File: src/rtl/bclt_regs.vh
`ifndef BCLT_REGS_VH
`define BCLT_REGS_VH

// register indices, byte address is four times the index
`define BCLT_IDX_PORT_SEL    8'h34
`define BCLT_IDX_EQ_CTL      8'h35
`define BCLT_IDX_MODE_CTL    8'h43
`define BCLT_IDX_EQ_MANUAL   8'h44
`define BCLT_IDX_EQ_FLOOR    8'h45
`define BCLT_IDX_LT_SEL_A    8'h52
`define BCLT_IDX_LT_ENABLE   8'h56
`define BCLT_IDX_LT_SEL_B    8'h57
`define BCLT_IDX_STATUS      8'h5f

// reset values
`define BCLT_RST_PORT_SEL    8'h00
`define BCLT_RST_EQ_CTL      8'h00
`define BCLT_RST_MODE_CTL    8'h00
`define BCLT_RST_EQ_MANUAL   8'h60
`define BCLT_RST_EQ_FLOOR    8'h88
`define BCLT_RST_LT_SEL_A    8'h00
`define BCLT_RST_LT_ENABLE   8'h00
`define BCLT_RST_LT_SEL_B    8'h00
`define BCLT_RST_EQ_SETTING  6'h18

// field positions
`define BCLT_BIT_SECOND_PORT 1
`define BCLT_BIT_EQ_RESTART  6
`define BCLT_BIT_LVL_OVRD    5
`define BCLT_BIT_LVL_APPLY   4
`define BCLT_BIT_MISO_FLOAT  4
`define BCLT_BIT_CLK_POL     3
`define BCLT_BIT_ADAPT_SKIP  0
`define BCLT_BIT_LT_SRC      7
`define BCLT_BIT_LT_DRIVE    3

// back-channel mode codes
`define BCLT_MODE_NORM_GPIO  3'h0
`define BCLT_MODE_HS_GPIO1   3'h1
`define BCLT_MODE_HS_GPIO2   3'h2
`define BCLT_MODE_HS_GPIO4   3'h3
`define BCLT_MODE_NORM_FSPI  3'h4
`define BCLT_MODE_NORM_RSPI  3'h5
`define BCLT_MODE_HS_FSPI    3'h6
`define BCLT_MODE_HS_RSPI    3'h7

// loop-through source field codes
`define BCLT_LT_FIELD_PORT0  2'h1
`define BCLT_LT_FIELD_PORT1  2'h2

`endif

File: src/rtl/bclt_top.v
`timescale 1ns/100ps
`include "bclt_regs.vh"

module bclt_top (
    // clock and reset
    input  wire        clk_sys,
    input  wire        nrst,
    // avalon-mm slave
    input  wire [9:0]  avs_address,
    input  wire        avs_read,
    input  wire        avs_write,
    input  wire [31:0] avs_writedata,
    input  wire [3:0]  avs_byteenable,
    output wire [31:0] avs_readdata,
    output wire        avs_waitrequest,
    // back-channel mode decode
    output wire        bc_high_speed,
    output wire        bc_spi_mode,
    output wire        bc_spi_reverse,
    output wire [2:0]  bc_gpio_count,
    // spi pins
    input  wire        spi_sclk,
    input  wire        spi_select,
    input  wire        spi_mosi,
    output wire        spi_miso_o,
    output wire        spi_miso_oe_n,
    // spi core side
    input  wire [7:0]  spi_tx_byte,
    input  wire        spi_tx_load,
    output wire [7:0]  spi_rx_byte,
    output wire        spi_rx_valid,
    // adaptive equalizer control
    output wire        eq_adapt_skip,
    output wire [5:0]  eq_manual_setting,
    output wire        eq_adapt_restart,
    output wire        eq_start_level_use,
    output wire [3:0]  eq_start_level_p0,
    output wire [3:0]  eq_start_level_p1,
    // loop-through
    input  wire        link_input_zero,
    input  wire        link_input_one,
    output wire        loopthrough_output,
    output wire        loopthrough_drive_on
);

    // software-visible registers
    reg  [7:0]  port_sel_r;
    reg  [7:0]  eq_ctl_r;
    reg  [7:0]  mode_ctl_r;
    reg  [7:0]  eq_manual_r;
    reg  [7:0]  floor_p0_r;
    reg  [7:0]  floor_p1_r;
    reg  [7:0]  lt_sel_a_r;
    reg  [7:0]  lt_enable_r;
    reg  [7:0]  lt_sel_b_r;

    // bus handshake and read path
    reg         ack_r;
    reg  [31:0] rdata_r;
    reg  [7:0]  rd_nxt;

    // decoded back-channel mode, registered value and next value
    reg         hs_r;
    reg         spi_r;
    reg         rev_r;
    reg  [2:0]  gpio_r;
    reg         hs_nxt;
    reg         spi_nxt;
    reg         rev_nxt;
    reg  [2:0]  gpio_nxt;

    // registered equalizer setting and loop-through state
    reg  [5:0]  eq_set_r;
    reg         lt_data_r;
    reg         lt_drive_r;

    // address decode and helpers shared between processes
    wire [7:0]  idx;
    wire        wr_go;
    wire        wr_lo;
    wire        second_port;
    wire        lt_src;
    wire        lt_mismatch;
    wire        sel_seen;
    wire [1:0]  lt_src_code;
    wire [7:0]  status_byte;

    // word index and qualified write strobes
    assign idx         = avs_address[9:2];
    assign wr_go       = avs_write & ack_r;
    assign wr_lo       = wr_go & avs_byteenable[0];

    // bank select and loop-through source bit
    assign second_port = port_sel_r[`BCLT_BIT_SECOND_PORT];
    assign lt_src      = lt_sel_a_r[`BCLT_BIT_LT_SRC];

    // one wait state: the request completes on the second edge
    // read data come from a flip-flop loaded on the first edge, so a
    // read cannot finish earlier; writes take the same two cycles so
    // that software sees a single timing for every access
    always @(posedge clk_sys) begin
        if (!nrst) begin
            ack_r <= 1'b0;
        end else begin
            ack_r <= (avs_read | avs_write) & ~ack_r;
        end
    end

    // low in the second cycle of a request and while idle,
    // and never for more than one cycle per access
    assign avs_waitrequest = (avs_read | avs_write) & ~ack_r;

    // register writes, low byte lane only, unmapped indices ignored
    // reserved bits are kept as written, so reads return them unchanged;
    // the floor register is banked, so software sets the port select
    // first and leaves it alone until the floor access has finished
    always @(posedge clk_sys) begin
        if (!nrst) begin
            port_sel_r  <= `BCLT_RST_PORT_SEL;
            eq_ctl_r    <= `BCLT_RST_EQ_CTL;
            mode_ctl_r  <= `BCLT_RST_MODE_CTL;
            eq_manual_r <= `BCLT_RST_EQ_MANUAL;
            floor_p0_r  <= `BCLT_RST_EQ_FLOOR;
            floor_p1_r  <= `BCLT_RST_EQ_FLOOR;
            lt_sel_a_r  <= `BCLT_RST_LT_SEL_A;
            lt_enable_r <= `BCLT_RST_LT_ENABLE;
            lt_sel_b_r  <= `BCLT_RST_LT_SEL_B;
        end else if (wr_lo) begin
            case (idx)
                `BCLT_IDX_PORT_SEL: begin
                    port_sel_r <= avs_writedata[7:0];
                end
                `BCLT_IDX_EQ_CTL: begin
                    eq_ctl_r <= avs_writedata[7:0];
                end
                `BCLT_IDX_MODE_CTL: begin
                    mode_ctl_r <= avs_writedata[7:0];
                end
                `BCLT_IDX_EQ_MANUAL: begin
                    eq_manual_r <= avs_writedata[7:0];
                end
                // floor writes land in the bank that the port select names
                `BCLT_IDX_EQ_FLOOR: begin
                    if (second_port) begin
                        floor_p1_r <= avs_writedata[7:0];
                    end else begin
                        floor_p0_r <= avs_writedata[7:0];
                    end
                end
                `BCLT_IDX_LT_SEL_A: begin
                    lt_sel_a_r <= avs_writedata[7:0];
                end
                `BCLT_IDX_LT_ENABLE: begin
                    lt_enable_r <= avs_writedata[7:0];
                end
                `BCLT_IDX_LT_SEL_B: begin
                    lt_sel_b_r <= avs_writedata[7:0];
                end
                // status and unmapped indices take no writes
                default: ;
            endcase
        end
    end

    // read mux, unmapped indices read zero
    // the floor read follows the same bank as the floor write
    always @* begin
        case (idx)
            `BCLT_IDX_PORT_SEL: rd_nxt = port_sel_r;
            `BCLT_IDX_EQ_CTL: rd_nxt = eq_ctl_r;
            `BCLT_IDX_MODE_CTL: rd_nxt = mode_ctl_r;
            `BCLT_IDX_EQ_MANUAL: rd_nxt = eq_manual_r;
            `BCLT_IDX_EQ_FLOOR: rd_nxt = second_port ? floor_p1_r : floor_p0_r;
            `BCLT_IDX_LT_SEL_A: rd_nxt = lt_sel_a_r;
            `BCLT_IDX_LT_ENABLE: rd_nxt = lt_enable_r;
            `BCLT_IDX_LT_SEL_B: rd_nxt = lt_sel_b_r;
            // status bits are read-only; writes to this index are ignored
            `BCLT_IDX_STATUS: rd_nxt = status_byte;
            default: rd_nxt = 8'h00;
        endcase
    end

    // read data captured in the wait cycle, stands while waitrequest is low
    // upper bits are always zero; each register is eight bits wide
    // a write leaves the last read byte in place
    always @(posedge clk_sys) begin
        if (!nrst) begin
            rdata_r <= 32'h0000_0000;
        end else if (avs_read && !ack_r) begin
            rdata_r <= {24'h00_0000, rd_nxt};
        end
    end

    // read data output straight from its flip-flop
    assign avs_readdata = rdata_r;

    // back-channel mode decode
    // codes 000-011 carry gpios over the back channel, 100-111 carry spi;
    // the gpio count is zero in normal-frame gpio mode and in every spi mode
    always @* begin
        hs_nxt   = 1'b0;
        spi_nxt  = 1'b0;
        rev_nxt  = 1'b0;
        gpio_nxt = 3'h0;
        case (mode_ctl_r[2:0])
            `BCLT_MODE_NORM_GPIO: gpio_nxt = 3'h0;
            `BCLT_MODE_HS_GPIO1: begin
                hs_nxt   = 1'b1;
                gpio_nxt = 3'h1;
            end
            `BCLT_MODE_HS_GPIO2: begin
                hs_nxt   = 1'b1;
                gpio_nxt = 3'h2;
            end
            `BCLT_MODE_HS_GPIO4: begin
                hs_nxt   = 1'b1;
                gpio_nxt = 3'h4;
            end
            `BCLT_MODE_NORM_FSPI: spi_nxt = 1'b1;
            `BCLT_MODE_NORM_RSPI: begin
                spi_nxt = 1'b1;
                rev_nxt = 1'b1;
            end
            `BCLT_MODE_HS_FSPI: begin
                hs_nxt  = 1'b1;
                spi_nxt = 1'b1;
            end
            `BCLT_MODE_HS_RSPI: begin
                hs_nxt  = 1'b1;
                spi_nxt = 1'b1;
                rev_nxt = 1'b1;
            end
            // all eight codes are listed; the default only guards against x
            default: gpio_nxt = 3'h0;
        endcase
    end

    // registered mode and equalizer outputs
    // registering the decode keeps a half-written mode off the link;
    // every output here moves one cycle after the write that sets it
    always @(posedge clk_sys) begin
        if (!nrst) begin
            hs_r     <= 1'b0;
            spi_r    <= 1'b0;
            rev_r    <= 1'b0;
            gpio_r   <= 3'h0;
            eq_set_r <= `BCLT_RST_EQ_SETTING;
        end else begin
            hs_r     <= hs_nxt;
            spi_r    <= spi_nxt;
            rev_r    <= rev_nxt;
            gpio_r   <= gpio_nxt;
            eq_set_r <= {eq_manual_r[7:5], eq_manual_r[3:1]};
        end
    end

    // mode outputs straight from their flip-flops
    assign bc_high_speed      = hs_r;
    assign bc_spi_mode        = spi_r;
    assign bc_spi_reverse     = rev_r;
    assign bc_gpio_count      = gpio_r;

    // equalizer controls: bypass, manual setting, restart and start level
    assign eq_adapt_skip      = eq_manual_r[`BCLT_BIT_ADAPT_SKIP];
    assign eq_manual_setting  = eq_set_r;
    assign eq_adapt_restart   = eq_ctl_r[`BCLT_BIT_EQ_RESTART];
    assign eq_start_level_use = eq_ctl_r[`BCLT_BIT_LVL_OVRD] &
                                eq_ctl_r[`BCLT_BIT_LVL_APPLY];

    // start levels of both ports; only the low four bits are used
    assign eq_start_level_p0  = floor_p0_r[3:0];
    assign eq_start_level_p1  = floor_p1_r[3:0];

    // source selects must agree; the status bit shows when they do not
    // a mismatch is not supported: bit 7 still decides the route, and
    // the mismatch bit only lets software see that the two disagree
    assign lt_src_code = lt_src ? `BCLT_LT_FIELD_PORT1 : `BCLT_LT_FIELD_PORT0;
    assign lt_mismatch = (lt_sel_b_r[2:1] != lt_src_code);

    // status byte: driver on, select seen and source mismatch
    assign status_byte = {5'h00, lt_drive_r, sel_seen, lt_mismatch};

    // loop-through data, held low while the driver is off
    // forcing the data low keeps a disabled driver from passing on the
    // last link bit when it is enabled again; enable and data move together
    always @(posedge clk_sys) begin
        if (!nrst) begin
            lt_data_r  <= 1'b0;
            lt_drive_r <= 1'b0;
        end else begin
            // the drive flag follows the enable bit one cycle later
            lt_drive_r <= lt_enable_r[`BCLT_BIT_LT_DRIVE];
            if (lt_enable_r[`BCLT_BIT_LT_DRIVE]) begin
                lt_data_r <= lt_src ? link_input_one : link_input_zero;
            end else begin
                lt_data_r <= 1'b0;
            end
        end
    end

    // loop-through outputs straight from their flip-flops
    assign loopthrough_output   = lt_data_r;
    assign loopthrough_drive_on = lt_drive_r;

    // spi data-out path, active only in reverse spi modes
    // the port takes the raw pins and synchronises them itself; the
    // float bit and polarity come straight from the mode register
    bclt_spi_port u_spi (
        // clock and reset
        .clk_sys               (clk_sys),
        .nrst                  (nrst),
        // pins
        .spi_sclk              (spi_sclk),
        .spi_select            (spi_select),
        .spi_mosi              (spi_mosi),
        .spi_miso_o            (spi_miso_o),
        .spi_miso_oe_n         (spi_miso_oe_n),
        // configuration from the mode register
        .port_active           (rev_r),
        .miso_float            (mode_ctl_r[`BCLT_BIT_MISO_FLOAT]),
        .serial_clock_polarity (mode_ctl_r[`BCLT_BIT_CLK_POL]),
        // core side
        .tx_byte               (spi_tx_byte),
        .tx_load               (spi_tx_load),
        .rx_byte               (spi_rx_byte),
        .rx_valid              (spi_rx_valid),
        .select_seen           (sel_seen)
    );

endmodule // bclt_top

File: src/rtl/bclt_spi_port.v
`timescale 1ns/100ps
`include "bclt_regs.vh"

module bclt_spi_port (
    // clock and reset
    input  wire       clk_sys,
    input  wire       nrst,
    // spi pins
    input  wire       spi_sclk,
    input  wire       spi_select,
    input  wire       spi_mosi,
    output wire       spi_miso_o,
    output wire       spi_miso_oe_n,
    // configuration
    input  wire       port_active,
    input  wire       miso_float,
    input  wire       serial_clock_polarity,
    // core side
    input  wire [7:0] tx_byte,
    input  wire       tx_load,
    output wire [7:0] rx_byte,
    output wire       rx_valid,
    output wire       select_seen
);

    reg  [1:0] sclk_sync_r;
    reg  [1:0] sel_sync_r;
    reg  [1:0] mosi_sync_r;
    reg        sclk_prev_r;
    reg  [7:0] tx_sh_r;
    reg  [7:0] rx_sh_r;
    reg  [2:0] bit_cnt_r;
    reg  [7:0] rx_byte_r;
    reg        rx_valid_r;
    reg        miso_r;
    wire       rise;
    wire       fall;
    wire       launch;
    wire       capture;

    // pin synchronisers, second stage feeds all logic
    always @(posedge clk_sys) begin
        if (!nrst) begin
            sclk_sync_r <= 2'h0;
            sel_sync_r  <= 2'h0;
            mosi_sync_r <= 2'h0;
            sclk_prev_r <= 1'b0;
        end else begin
            sclk_sync_r <= {sclk_sync_r[0], spi_sclk};
            sel_sync_r  <= {sel_sync_r[0], spi_select};
            mosi_sync_r <= {mosi_sync_r[0], spi_mosi};
            sclk_prev_r <= sclk_sync_r[1];
        end
    end

    assign rise    = sclk_sync_r[1] & ~sclk_prev_r;
    assign fall    = ~sclk_sync_r[1] & sclk_prev_r;
    assign launch  = serial_clock_polarity ? rise : fall;
    assign capture = serial_clock_polarity ? fall : rise;

    // shift out on launch edge, shift in on capture edge
    always @(posedge clk_sys) begin
        if (!nrst) begin
            tx_sh_r    <= 8'h00;
            rx_sh_r    <= 8'h00;
            bit_cnt_r  <= 3'h0;
            rx_byte_r  <= 8'h00;
            rx_valid_r <= 1'b0;
            miso_r     <= 1'b0;
        end else begin
            rx_valid_r <= 1'b0;
            if (tx_load) begin
                tx_sh_r <= tx_byte;
                miso_r  <= tx_byte[7];
            end else if (launch && sel_sync_r[1]) begin
                tx_sh_r <= {tx_sh_r[6:0], 1'b0};
                miso_r  <= tx_sh_r[6];
            end
            if (!sel_sync_r[1]) begin
                bit_cnt_r <= 3'h0;                             // frame ends with select
            end else if (capture) begin
                rx_sh_r   <= {rx_sh_r[6:0], mosi_sync_r[1]};
                bit_cnt_r <= bit_cnt_r + 3'h1;
                if (bit_cnt_r == 3'h7) begin
                    rx_byte_r  <= {rx_sh_r[6:0], mosi_sync_r[1]};
                    rx_valid_r <= 1'b1;
                end
            end
        end
    end

    // while the port is active, the driver floats when idle only if software asked for it
    assign spi_miso_oe_n = ~(port_active & (~miso_float | sel_sync_r[1]));
    assign spi_miso_o    = miso_r;
    assign rx_byte       = rx_byte_r;
    assign rx_valid      = rx_valid_r;
    assign select_seen   = sel_sync_r[1];

endmodule // bclt_spi_port

File: config.mk
export PLATFORM = sky130hd
export DESIGN_NAME = bclt_top
export DESIGN_NICKNAME = d
export VERILOG_FILES = /design/src/rtl/bclt_top.v /design/src/rtl/bclt_spi_port.v
export VERILOG_INCLUDE_DIRS = /design/src /design/src/rtl
export SDC_FILE = /design/constraint.sdc
export NUM_CORES = 1
export LEC_CHECK = 0
export CORE_UTILIZATION = 55
export CTS_BUF_LIST = sky130_fd_sc_hd__clkbuf_4 sky130_fd_sc_hd__clkbuf_8
export CTS_CLUSTER_DIAMETER = 100
export DETAILED_ROUTE_END_ITERATION = 10
export DONT_BUFFER_PORTS = 1
export MAX_ROUTING_LAYER = met4
export PLACE_DENSITY = 0.7
export SLEW_MARGIN = 20
export SYNTH_ARGS = -nofsm -noshare
export SYNTH_HDL_FRONTEND = slang
export SYNTH_SLANG_ARGS = --single-unit
File: constraint.sdc
create_clock -name clk_sys -period 3.9 [get_ports clk_sys]
set_input_delay 0.39 -clock clk_sys [delete_from_list [all_inputs] [get_ports clk_sys]]
set_output_delay 0.39 -clock clk_sys [all_outputs]
set_load 0.005 [all_outputs]
After elaboration in Yosys (flattened, before gate mapping)
Cells that the tools add are included.

Register bits after elaboration: 129. Output and inout bits: 69. Input port bits: 64. Logic and storage cells: 98.

Eq/ne operators: 18. Reductions and logical operators: 21. $add $sub $neg: 1. Bitwise logic cells: 15. Mux-type cells: 15.

Operators by type and width (number): 8-bit case mux with 9 select lines (1); 8-bit by 7-bit == test with 1-bit output (second input constant) (7); 2-bit AND reduction (10); 8-bit by 6-bit == test with 1-bit output (second input constant) (2); 3-bit == test (second input constant) (5); 7-bit 2-to-1 mux (2); 3-bit AND reduction (4); 1-bit 2-to-1 mux (9); 3-bit case mux with 3 select lines (1); 8-bit 2-to-1 mux (1); 1-bit bitwise AND (7); 3-bit by 2-bit == test with 1-bit output (second input constant) (2); 1-bit NOT (6); 5-bit OR reduction (1); 4-bit OR reduction (1); 3-bit by 1-bit adder with 3-bit output (second input constant) (1); 3-bit by 1-bit == test with 1-bit output (second input constant) (1); 1-bit logical AND (2); 2-bit 2-to-1 mux (1); 2-bit inequality test (1); 1-bit OR (2); 2-bit nonzero test (1); 2-bit OR reduction (1); 1-bit logical NOT (1).

Longest topological paths before layout
Gate-level depths: netlist (run 1).

Depth after elaboration: 6. Gate-level depth with buffers: 8. Depth with buffers taken out: 5.

Modules after synthesis
From an unflattened synthesis (run 1), not the netlist that was laid out.

Cells, all modules: 651. Area, all modules: 6049.6 µm².

Modules (own cells, without submodules): bclt_top (seq. area each 1901.8 µm², times used 1, area an instance 4595.7 µm², cells an instance 493); bclt_spi_port (seq. area each 680.7 µm², times used 1, area an instance 1453.9 µm², cells an instance 158).

Worst setup path before layout (run 1)
Ideal clock, no wire load.

Path type: input to register. Start point: input port avs_address[2]. End point: register floor_p0_r[3]. Path buffers: 2. Library setup time: 127 ps. Data required time: 3773 ps. Arrival time: 1638 ps. Cell stages on the path: 7. Slack: 2135 ps. Cell sequence: buf_4 nor4bb_1 clkbuf_2 nand3_1 nor2_4 mux2i_1 nand2_1.

Word-level cells in the longest chain between the ends: 2.

Ends and longest elaborated chain: start: declaration (line bclt_top.v:9) `input wire [9:0] avs_address,`; 8-bit by 7-bit == test with 1-bit output (line bclt_top.v:129) `case (idx)`; 3-bit AND reduction (no source line); end signal: assignment (line bclt_top.v:123) `` floor_p0_r <= `BCLT_RST_EQ_FLOOR; ``; end signal: assignment (line bclt_top.v:147) `floor_p0_r <= avs_writedata[7:0];`; end: declaration (line bclt_top.v:51) `reg [7:0] floor_p0_r;`.

Every way passes these cells. A chain may end at the register's enable or synchronous reset.

Worst setup path in the final report (run 1)
Start point: register port_sel_r[1]. End point: register rdata_r[6], in the netlist avs_readdata[6].

Word-level cells in the longest chain between the ends: 2.

Ends and longest elaborated chain: start: declaration (line bclt_top.v:47) `reg [7:0] port_sel_r;`; start signal: assignment (line bclt_top.v:119) `` port_sel_r <= `BCLT_RST_PORT_SEL; ``; start signal: assignment (line bclt_top.v:131) `port_sel_r <= avs_writedata[7:0];`; 8-bit 2-to-1 mux (line bclt_top.v:173) `` `BCLT_IDX_EQ_FLOOR: rd_nxt = second_port ? floor_p1_r : floor_p0_r; ``; 8-bit case mux with 9 select lines (line bclt_top.v:168) `case (idx)`; end signal: assignment (line bclt_top.v:190) `rdata_r <= {24'h00_0000, rd_nxt};`; end: declaration (line bclt_top.v:59) `reg [31:0] rdata_r;`.

Every way passes these cells.

==> results of run 1 <==
routing by layer:
| metal | GRT usage (%) | vias up | wire length (um) |
|---|---|---|---|
| li1 | - | 2016 | - |
| met1 | 30.8 | 1954 | 5810 |
| met2 | 40.6 | 176 | 5980 |
| met3 | 8.71 | 27 | 1140 |
| met4 | 9.59 | 0 | 250 |
| met5 | - | - | 0 |
worst max-delay path, stage by stage, from the launching register on:
cell and delay (ns):
dfxtp_1 0.76, mux2_2 0.41, a22oi_1 0.17, nor2_1 0.06, a2111oi_0 0.80, o21ai_1 0.10
layout make-up:
type                            count  area [um2]  area share (%)
Clock buffer                       18         241            4.05
Clock inverter                     14         133            2.23
Inverter                            4        15.0           0.252
Multi-Input combinational cell    429        2790            46.8
Sequential cell                   129        2580            43.4
Tap cell                          133         166            2.79
Timing Repair Buffer                4        30.0           0.504
registers in the layout, indices dropped and copies added, names as in the netlist, 7 cells and up:
name           cells
lt_sel_a_r         8
floor_p1_r         8
avs_readdata       8
mode_ctl_r         8
eq_ctl_r           8
floor_p0_r         8
u_spi.tx_sh_r      7
port_sel_r         8
eq_manual_r        8
u_spi.rx_byte      8
lt_enable_r        8
lt_sel_b_r         8
u_spi.rx_sh_r      7
per-stage QoR:
step	setup slack (ns)	instances	util [%]	total power, uW	cell area [um2]
5_1_grt	1.24	731	59.8	2570	5960
4_1_cts	1.54	731	59.8	2500	5960
3_3_place_gp	1.61	699	56.1	1430	5580
3_5_place_dp	1.57	699	56.1	1430	5580
6_report	1.45	731	59.8	2490	5960
2_1_floorplan	2.14	636	-	1460	5820
cells in the final DEF, fill, tap and decap left out, types with 5 or more instances in the layout:
master,instances
clkinvlp_4,5
o21ai_1,7
mux2_2,13
nand3b_1,6
dfxtp_1,129
nand2b_1,7
mux2i_1,84
nand2_1,57
clkbuf_8,17
a21oi_1,32
nand3_1,24
nor2_1,79
a22oi_1,6
o2bb2ai_1,6
conb_1,24
a211oi_1,5
and3_1,5
and2_1,14
cells by family (layout without fill, tap and decap cells):
group | after synthesis | after routing
fa+ha+maj | 2 | 2
simple gates | 230 | 230
other cells | 1 | 24
mux | 97 | 97
buf+inv | 78 | 40
xor+xnor | 1 | 1
compound gates | 75 | 75
flops | 129 | 129
power breakdown:
part	internal (uW)	switching, uW	leakage [uW]
logic	28.5	46.0	0.00116
clock network	520	565	0.000178
registers	1320	5.09	0.00104
path summary, 6_finish.rpt:
kind,startpoint,end,depth (start not counted)
max,port_sel_r[1],avs_readdata[6],5
min,nrst,floor_p0_r[3],1
max reg2reg,port_sel_r[1],avs_readdata[6],5
min reg2reg,u_spi.mosi_sync_r[0],u_spi.mosi_sync_r[1],1
==> summary.txt, run 1 <==
Die
  – Die span in x: 104 um
  – Core area: 9950 um2
  – I/O Pins: 133
  – Row count: 36
  – Initial Utilization: 57.6%
  – Die ar.: 10800 um2
  – Height of the die: 104 um

Global route
  – Remaining Overflow, GRT: 0
  – Largest net degree at the start of global routing: 96
  – GRT Resource Usage Total: 25.9%
  – First-pass GRT wire length: 21300 um
  – Initial antenna violation count: 0
  – Vias in the first global route: 4132

Clock network
  – Num CTS Buffers: 17
  – CTS max path bufs: 2
  – CTS Hold Bufs: 0
  – Worst-path clk slew: 0.08 ns
  – Clock Sinks: 129
  – CTS tree: built
  – H-tree levels: 4
  – Clk_lat worst skew: 0.43 ns
  – CTS Root Cell: clkbuf_8
  – Post-CTS setup buffers: 0
  – PostCTS Resize Cnt: 0

STA
  – Worst-margin pin slew: 0.959 ns
  – Fin crit share: 62.9%
  – TNS Setup: 0 ns
  – Final hold viol count: 0
  – Final Critical Period: 2.45 ns
  – Max_slew headroom: 36.1%
  – FMAX: 0.408 GHz
  – Slew Viols, Final: 0
  – Final Setup Violations: 0
  – Final Skew: 0.00956 ns
  – RSZ-0062 raised after global routing: no
  – Worst hold slack: 0.0255 ns

Pwr
  – Maximum VDD drop: 207 uV
  – Static leakage: 0.00238 uW
  – Pwr/cell area: 418 nW/um2

Place
  – Port bufs: 0
  – DP HPWL: 8900 um
  – RePlAce Congestion: 0.875

Critical path
  – Crit path DAT: 2.74 ns
  – Worst Path Required: 4.19 ns
  – Critical setup path kind: reg -> reg
  – CP max FO: 12
  – Setup crit end kind: register
  – R2R setup slack: 1.45 ns
  – CP startpoint kind: register

Logic synthesis
  – Post-synthesis adder-cell area fraction: 0.437%
  – Compound-Gate Fraction of Synth Area: 8.43%
  – EDFF count, synth: 0
  – Mapped Avg Cell Area: 9.35 um2
  – Share of the synthesized area in the top cell type: 45.1%
  – Syn. warnings: 0
  – Largest area contributor in the synthesized netlist: dfxtp_1
  – Synthesized area: 5730 um2
  – #FFs+latches synth: 129
  – Main area contributors after synthesis: dfxtp_1 45%, mux2i_1 15%, nor2_1 5.2%
  – Commonest cells in the netlist: 129 x dfxtp_1, 84 x mux2i_1, 79 x nor2_1, 57 x nand2_1, 33 x buf_4
  – Post-synth ARST share: 0%
  – Post-Synthesis Cells: 613
  – Register area share after synthesis: 45.1%
  – Synth Flop Type: dfxtp_1
  – Most frequent cell after synthesis: dfxtp_1
  – Synth Area in XOR/XNOR: 0.153%
  – Main combinational cell family by area after synthesis: simple AND/OR/NAND/NOR gates
  – Simple-gate share of the synthesized area: 20.8%
  – Multiplexer share of the synthesized area: 17.2%
  – Yosys cell types: 61

Route
  – Via-to-Cell Ratio: 5.71
  – Final ANT Viol Nets: 0
  – Drc violations: 0
  – DRT iter0 DRCs: 366
  – First-pass DRT Iterations: 5
  – Total Wirelength: 13200 um
  – Total vias in the final route: 4173
  – Drt wl/cell: 18.0 um

Job
  – Max_cap viols: 0

Finish
  – Fillers: 880
  – Area delta synth->final: 3.93%
  – Layout cell share with drive strength beyond 1: 9.87%
  – Diodes inserted: 0
  – Fin nets: 651

Status
  – Status: finished, final reports clean

Min path
  – Worst Hold Class: in -> reg
(Power assumes the default switching activity.)
==> run 2: changes to the inputs <==
--- a/config.mk
+++ b/config.mk
@@ -6,13 +6,14 @@
 export SDC_FILE = /design/constraint.sdc
 export NUM_CORES = 1
 export LEC_CHECK = 0
+export ABC_AREA = 1
 export CORE_UTILIZATION = 55
 export CTS_BUF_LIST = sky130_fd_sc_hd__clkbuf_4 sky130_fd_sc_hd__clkbuf_8
 export CTS_CLUSTER_DIAMETER = 100
 export DETAILED_ROUTE_END_ITERATION = 10
 export DONT_BUFFER_PORTS = 1
 export MAX_ROUTING_LAYER = met4
-export PLACE_DENSITY = 0.7
+export PLACE_DENSITY = 0.73
 export SLEW_MARGIN = 20
 export SYNTH_ARGS = -nofsm -noshare
 export SYNTH_HDL_FRONTEND = slang
==> constraint.sdc (replaced) <==
create_clock -name clk_sys -period 2 [get_ports clk_sys]
set_input_delay 0.2 -clock clk_sys [delete_from_list [all_inputs] [get_ports clk_sys]]
set_output_delay 0.2 -clock clk_sys [all_outputs]
set_load 0.005 [all_outputs]
==> run 2 against run 1 <==
  * Via count is 19% higher
  * Clock power is 110% higher
  * Global-route usage is 1.3 points higher
  * First-iteration DRC count is 1.6% higher
  * Critical path depth is 3 higher
  * Core utilization is 3.9 points higher
  * Fmax is 28% higher
  * Largest power group unchanged
  * Synthesized cell count is 28% higher
  * Critical path type unchanged
  * Non-clock buffer count is 28 higher
  * Die area is 0.44% higher
==> summary.txt, run 2 <==
Route
  – Top Layer Used: met4 (unchanged)
  – DR WL met2: 6440 um (was 5980 um)
  – First-pass DRT Iterations: 6 (was 5)
  – Total Wirelength: 13900 um (was 13200 um)
  – Via-to-Cell Ratio: 5.27 (was 5.71)
  – Drc violations: 0 (unchanged)
  – DRT iter0 DRCs: 372 (was 366)
  – Met3 Wirelength: 1020 um (was 1140 um)
  – Total vias in the final route: 4963 (was 4173)
  – M1 WL: 6150 um (was 5810 um)
  – Drt wl/cell: 14.8 um (was 18.0 um)
  – Final ANT Viol Nets: 0 (unchanged)

Status
  – Status: finished, final reports clean (unchanged)

Die
  – Core area: 9950 um2 (unchanged)
  – Height of the die: 104 um (about the same)
  – Die ar.: 10900 um2 (was 10800 um2)
  – Initial Utilization: 57.8% (was 57.6%)
  – I/O Pins: 133 (unchanged)
  – Row count: 36 (unchanged)
  – Die span in x: 104 um (about the same)

Logic synthesis
  – Yosys cell types: 35 (was 61)
  – Post-Synthesis Cells: 783 (was 613)
  – Synth Flop Type: dfxtp_1 (unchanged)
  – Commonest cells in the netlist: 143 x nand2_1, 129 x dfxtp_1, 93 x inv_1, 73 x a21oi_1, 73 x o21ai_0 (was 129 x dfxtp_1, 84 x mux2i_1, 79 x nor2_1, 57 x nand2_1, 33 x buf_4)
  – Post-synth ARST share: 0% (unchanged)
  – Main area contributors after synthesis: dfxtp_1 45%, nand2_1 9.3%, a21oi_1 6.3% (was dfxtp_1 45%, mux2i_1 15%, nor2_1 5.2%)
  – Largest area contributor in the synthesized netlist: dfxtp_1 (unchanged)
  – Synthesized area: 5760 um2 (was 5730 um2)
  – Mapped Avg Cell Area: 7.35 um2 (was 9.35 um2)
  – Syn. warnings: 0 (unchanged)
  – EDFF count, synth: 0 (unchanged)
  – Share of the synthesized area in the top cell type: 44.9% (was 45.1%)
  – #FFs+latches synth: 129 (unchanged)
  – Register area share after synthesis: 44.9% (was 45.1%)
  – Most frequent cell after synthesis: nand2_1 (was dfxtp_1)

STA
  – FMAX: 0.521 GHz (was 0.408 GHz)
  – Final hold viol count: 0 (unchanged)
  – Fin crit share: 96.0% (was 62.9%)
  – Max_slew headroom: 62.6% (was 36.1%)
  – Slew Viols, Final: 0 (unchanged)
  – Worst hold slack: 0.0334 ns (was 0.0255 ns)
  – Final Critical Period: 1.92 ns (was 2.45 ns)
  – Final Setup Violations: 0 (unchanged)
  – Worst-margin pin slew: 0.559 ns (was 0.959 ns)
  – Final Skew: 0.0101 ns (was 0.00956 ns)

Finish
  – Layout cell share with drive strength beyond 1: 9.28% (was 9.87%)
  – Most frequent cells in the layout: 143 x nand2_1, 129 x dfxtp_1, 93 x inv_1 (was 129 x dfxtp_1, 84 x mux2i_1, 79 x nor2_1)
  – Fillers: 900 (was 880)
  – Leading cell type in the layout, fill and taps excluded: nand2_1 (was dfxtp_1)
  – Reg area: 2580 um2 (unchanged)
  – Footprint of the multi-input gates: 2470 um2 (was 2790 um2)
  – Diodes inserted: 0 (unchanged)
  – Fin nets: 861 (was 651)
  – Area delta synth->final: 10.2% (was 3.93%)
  – Finished Layout Cells: 941 (was 731)

Global route
  – GRT Resource Usage Total: 27.2% (was 25.9%)
  – Largest net degree at the start of global routing: 99 (was 96)
  – Vias in the first global route: 4593 (was 4132)
  – Initial antenna violation count: 0 (unchanged)
  – Remaining Overflow, GRT: 0 (unchanged)
  – First-pass GRT wire length: 22500 um (was 21300 um)

Pwr
  – Pwr/cell area: 819 nW/um2 (was 418 nW/um2)
  – Static leakage: 0.00274 uW (was 0.00238 uW)
  – Maximum VDD drop: 736 uV (was 207 uV)

Critical path
  – Worst Path Required: 2.39 ns (was 4.19 ns)
  – Slowest-stage cell, CP: dlygate4sd3_1 (was a2111oi_0)
  – Worst path max stage delay: 0.54 ns (was 0.80 ns)
  – Crit path DAT: 2.31 ns (was 2.74 ns)
  – Setup crit end kind: register (unchanged)
  – Crit path cell chain: nand3_1 > inv_4 > buf_4 > nand3_2 > inv_4 > nand2_1 > nand3_1 > dlygate4sd3_1 (was mux2_2 > a22oi_1 > nor2_1 > a2111oi_0 > o21ai_1)
  – CP startpoint kind: register (unchanged)
  – CP max FO: 10 (was 12)
  – Critical setup path kind: reg -> reg (unchanged)

Place
  – DP HPWL: 9170 um (was 8900 um)
  – RePlAce Congestion: 0.874 (was 0.875)
  – Dpl cells: 883 (was 699)
  – Port bufs: 0 (unchanged)

Clock network
  – H-tree levels: 4 (unchanged)
  – CTS Root Cell: clkbuf_8 (unchanged)
  – Clk_lat worst skew: 0.44 ns (was 0.43 ns)
  – CTS max path bufs: 2 (unchanged)
  – Num CTS Buffers: 17 (unchanged)
  – CTS tree: built (unchanged)
  – Worst-path clk slew: 0.08 ns (about the same)
  – Clock Sinks: 129 (unchanged)

Min path
  – Worst Hold Class: in -> reg (unchanged)

Job
  – Max_cap viols: 0 (unchanged)
run 2: cell types whose count changed in the layout (fill, tap and decap cells not counted), moves of 7 or more:
cell           before  now
mux2i_1            84    0
and2_1             14    0
inv_1               3   93
a21oi_1            32   73
o21ai_0             4   73
mux2_2             13    0
nand2_1            57  143
nor2_1             79   69
nand3_1            24   70
nand2b_1            7    0
dlygate4sd3_1       0   25
run 2: cell type report:
cell class                 instances  share of cell area (%)
clock buffer                      17                    3.69
clock inverter                    15                    2.86
inverter                         102                    6.13
multi-input combinational        513                    38.9
sequential                       129                    40.7
tap                              133                    2.62
timing repair buffer              32                    5.09
run 2: final timing paths:
check                                          from             endpoint  slack (ns)  depth (start not counted)
worst min register to register  u_spi.sel_sync_r[0]  u_spi.sel_sync_r[1]        0.42                          2
worst min-delay path                    spi_tx_load     u_spi.tx_sh_r[0]        0.03                          3
worst max register to register                ack_r       eq_manual_r[5]        0.08                          8
worst max-delay path                          ack_r       eq_manual_r[5]        0.08                          8
run 2: worst max-delay path, delay by kind of cell (launching register included):
kind                   cells  cell delay [ns]
buffers and inverters      4             1.04
flip-flops                 1             0.37
AND/OR/NAND/NOR            4             0.46
run 2: where the power goes:
part | switching [uW] | total (uW) | leakage (uW) | internal, uW
registers | 10.9 | 2600 | 0.00104 | 2590
clock network | 1090 | 2340 | 0.000207 | 1240
logic | 185 | 266 | 0.00149 | 81.2
total | 1290 | 5200 | 0.00274 | 3910
run 2: metrics by stage:
stage                     setup WS (ns)  total power (uW)   TNS, ns  utilization (%)  cell area, um2
after global placement            0.428              2820         0             56.7            5650
after CTS                        0.0361              5230         0             63.7            6340
after global routing           -0.00643              5370  -0.00643             63.7            6340
final                            0.0809              5200         0             63.7            6340
after floorplan                   0.750              2850         0                -            5840
after detailed placement          0.397              2820         0             56.7            5650
run 2: layer usage:
layer	up-vias	GRT usage, %
li1	2494	-
met1	2244	34.2
met2	194	42.1
met3	31	6.39
met4	0	10.9
met5	-	-
run 2: timing repair:
action                                  in CTS  in global routing
hold endpoints to repair                   114                  0
gates resized for setup                      0                  2
buffers inserted                             0                  0
hold buffers                                26                  0
endpoints found under the setup margin       0                  1
run 2: cell families after synthesis:
family / after synthesis / share of synthesized area [%]
buf+inv: 164 / 13.8
other cells: 1 / 0.0651
compound gates: 168 / 15.3
flops: 129 / 44.9
fa+ha+maj: 2 / 0.435
simple gates: 319 / 25.6
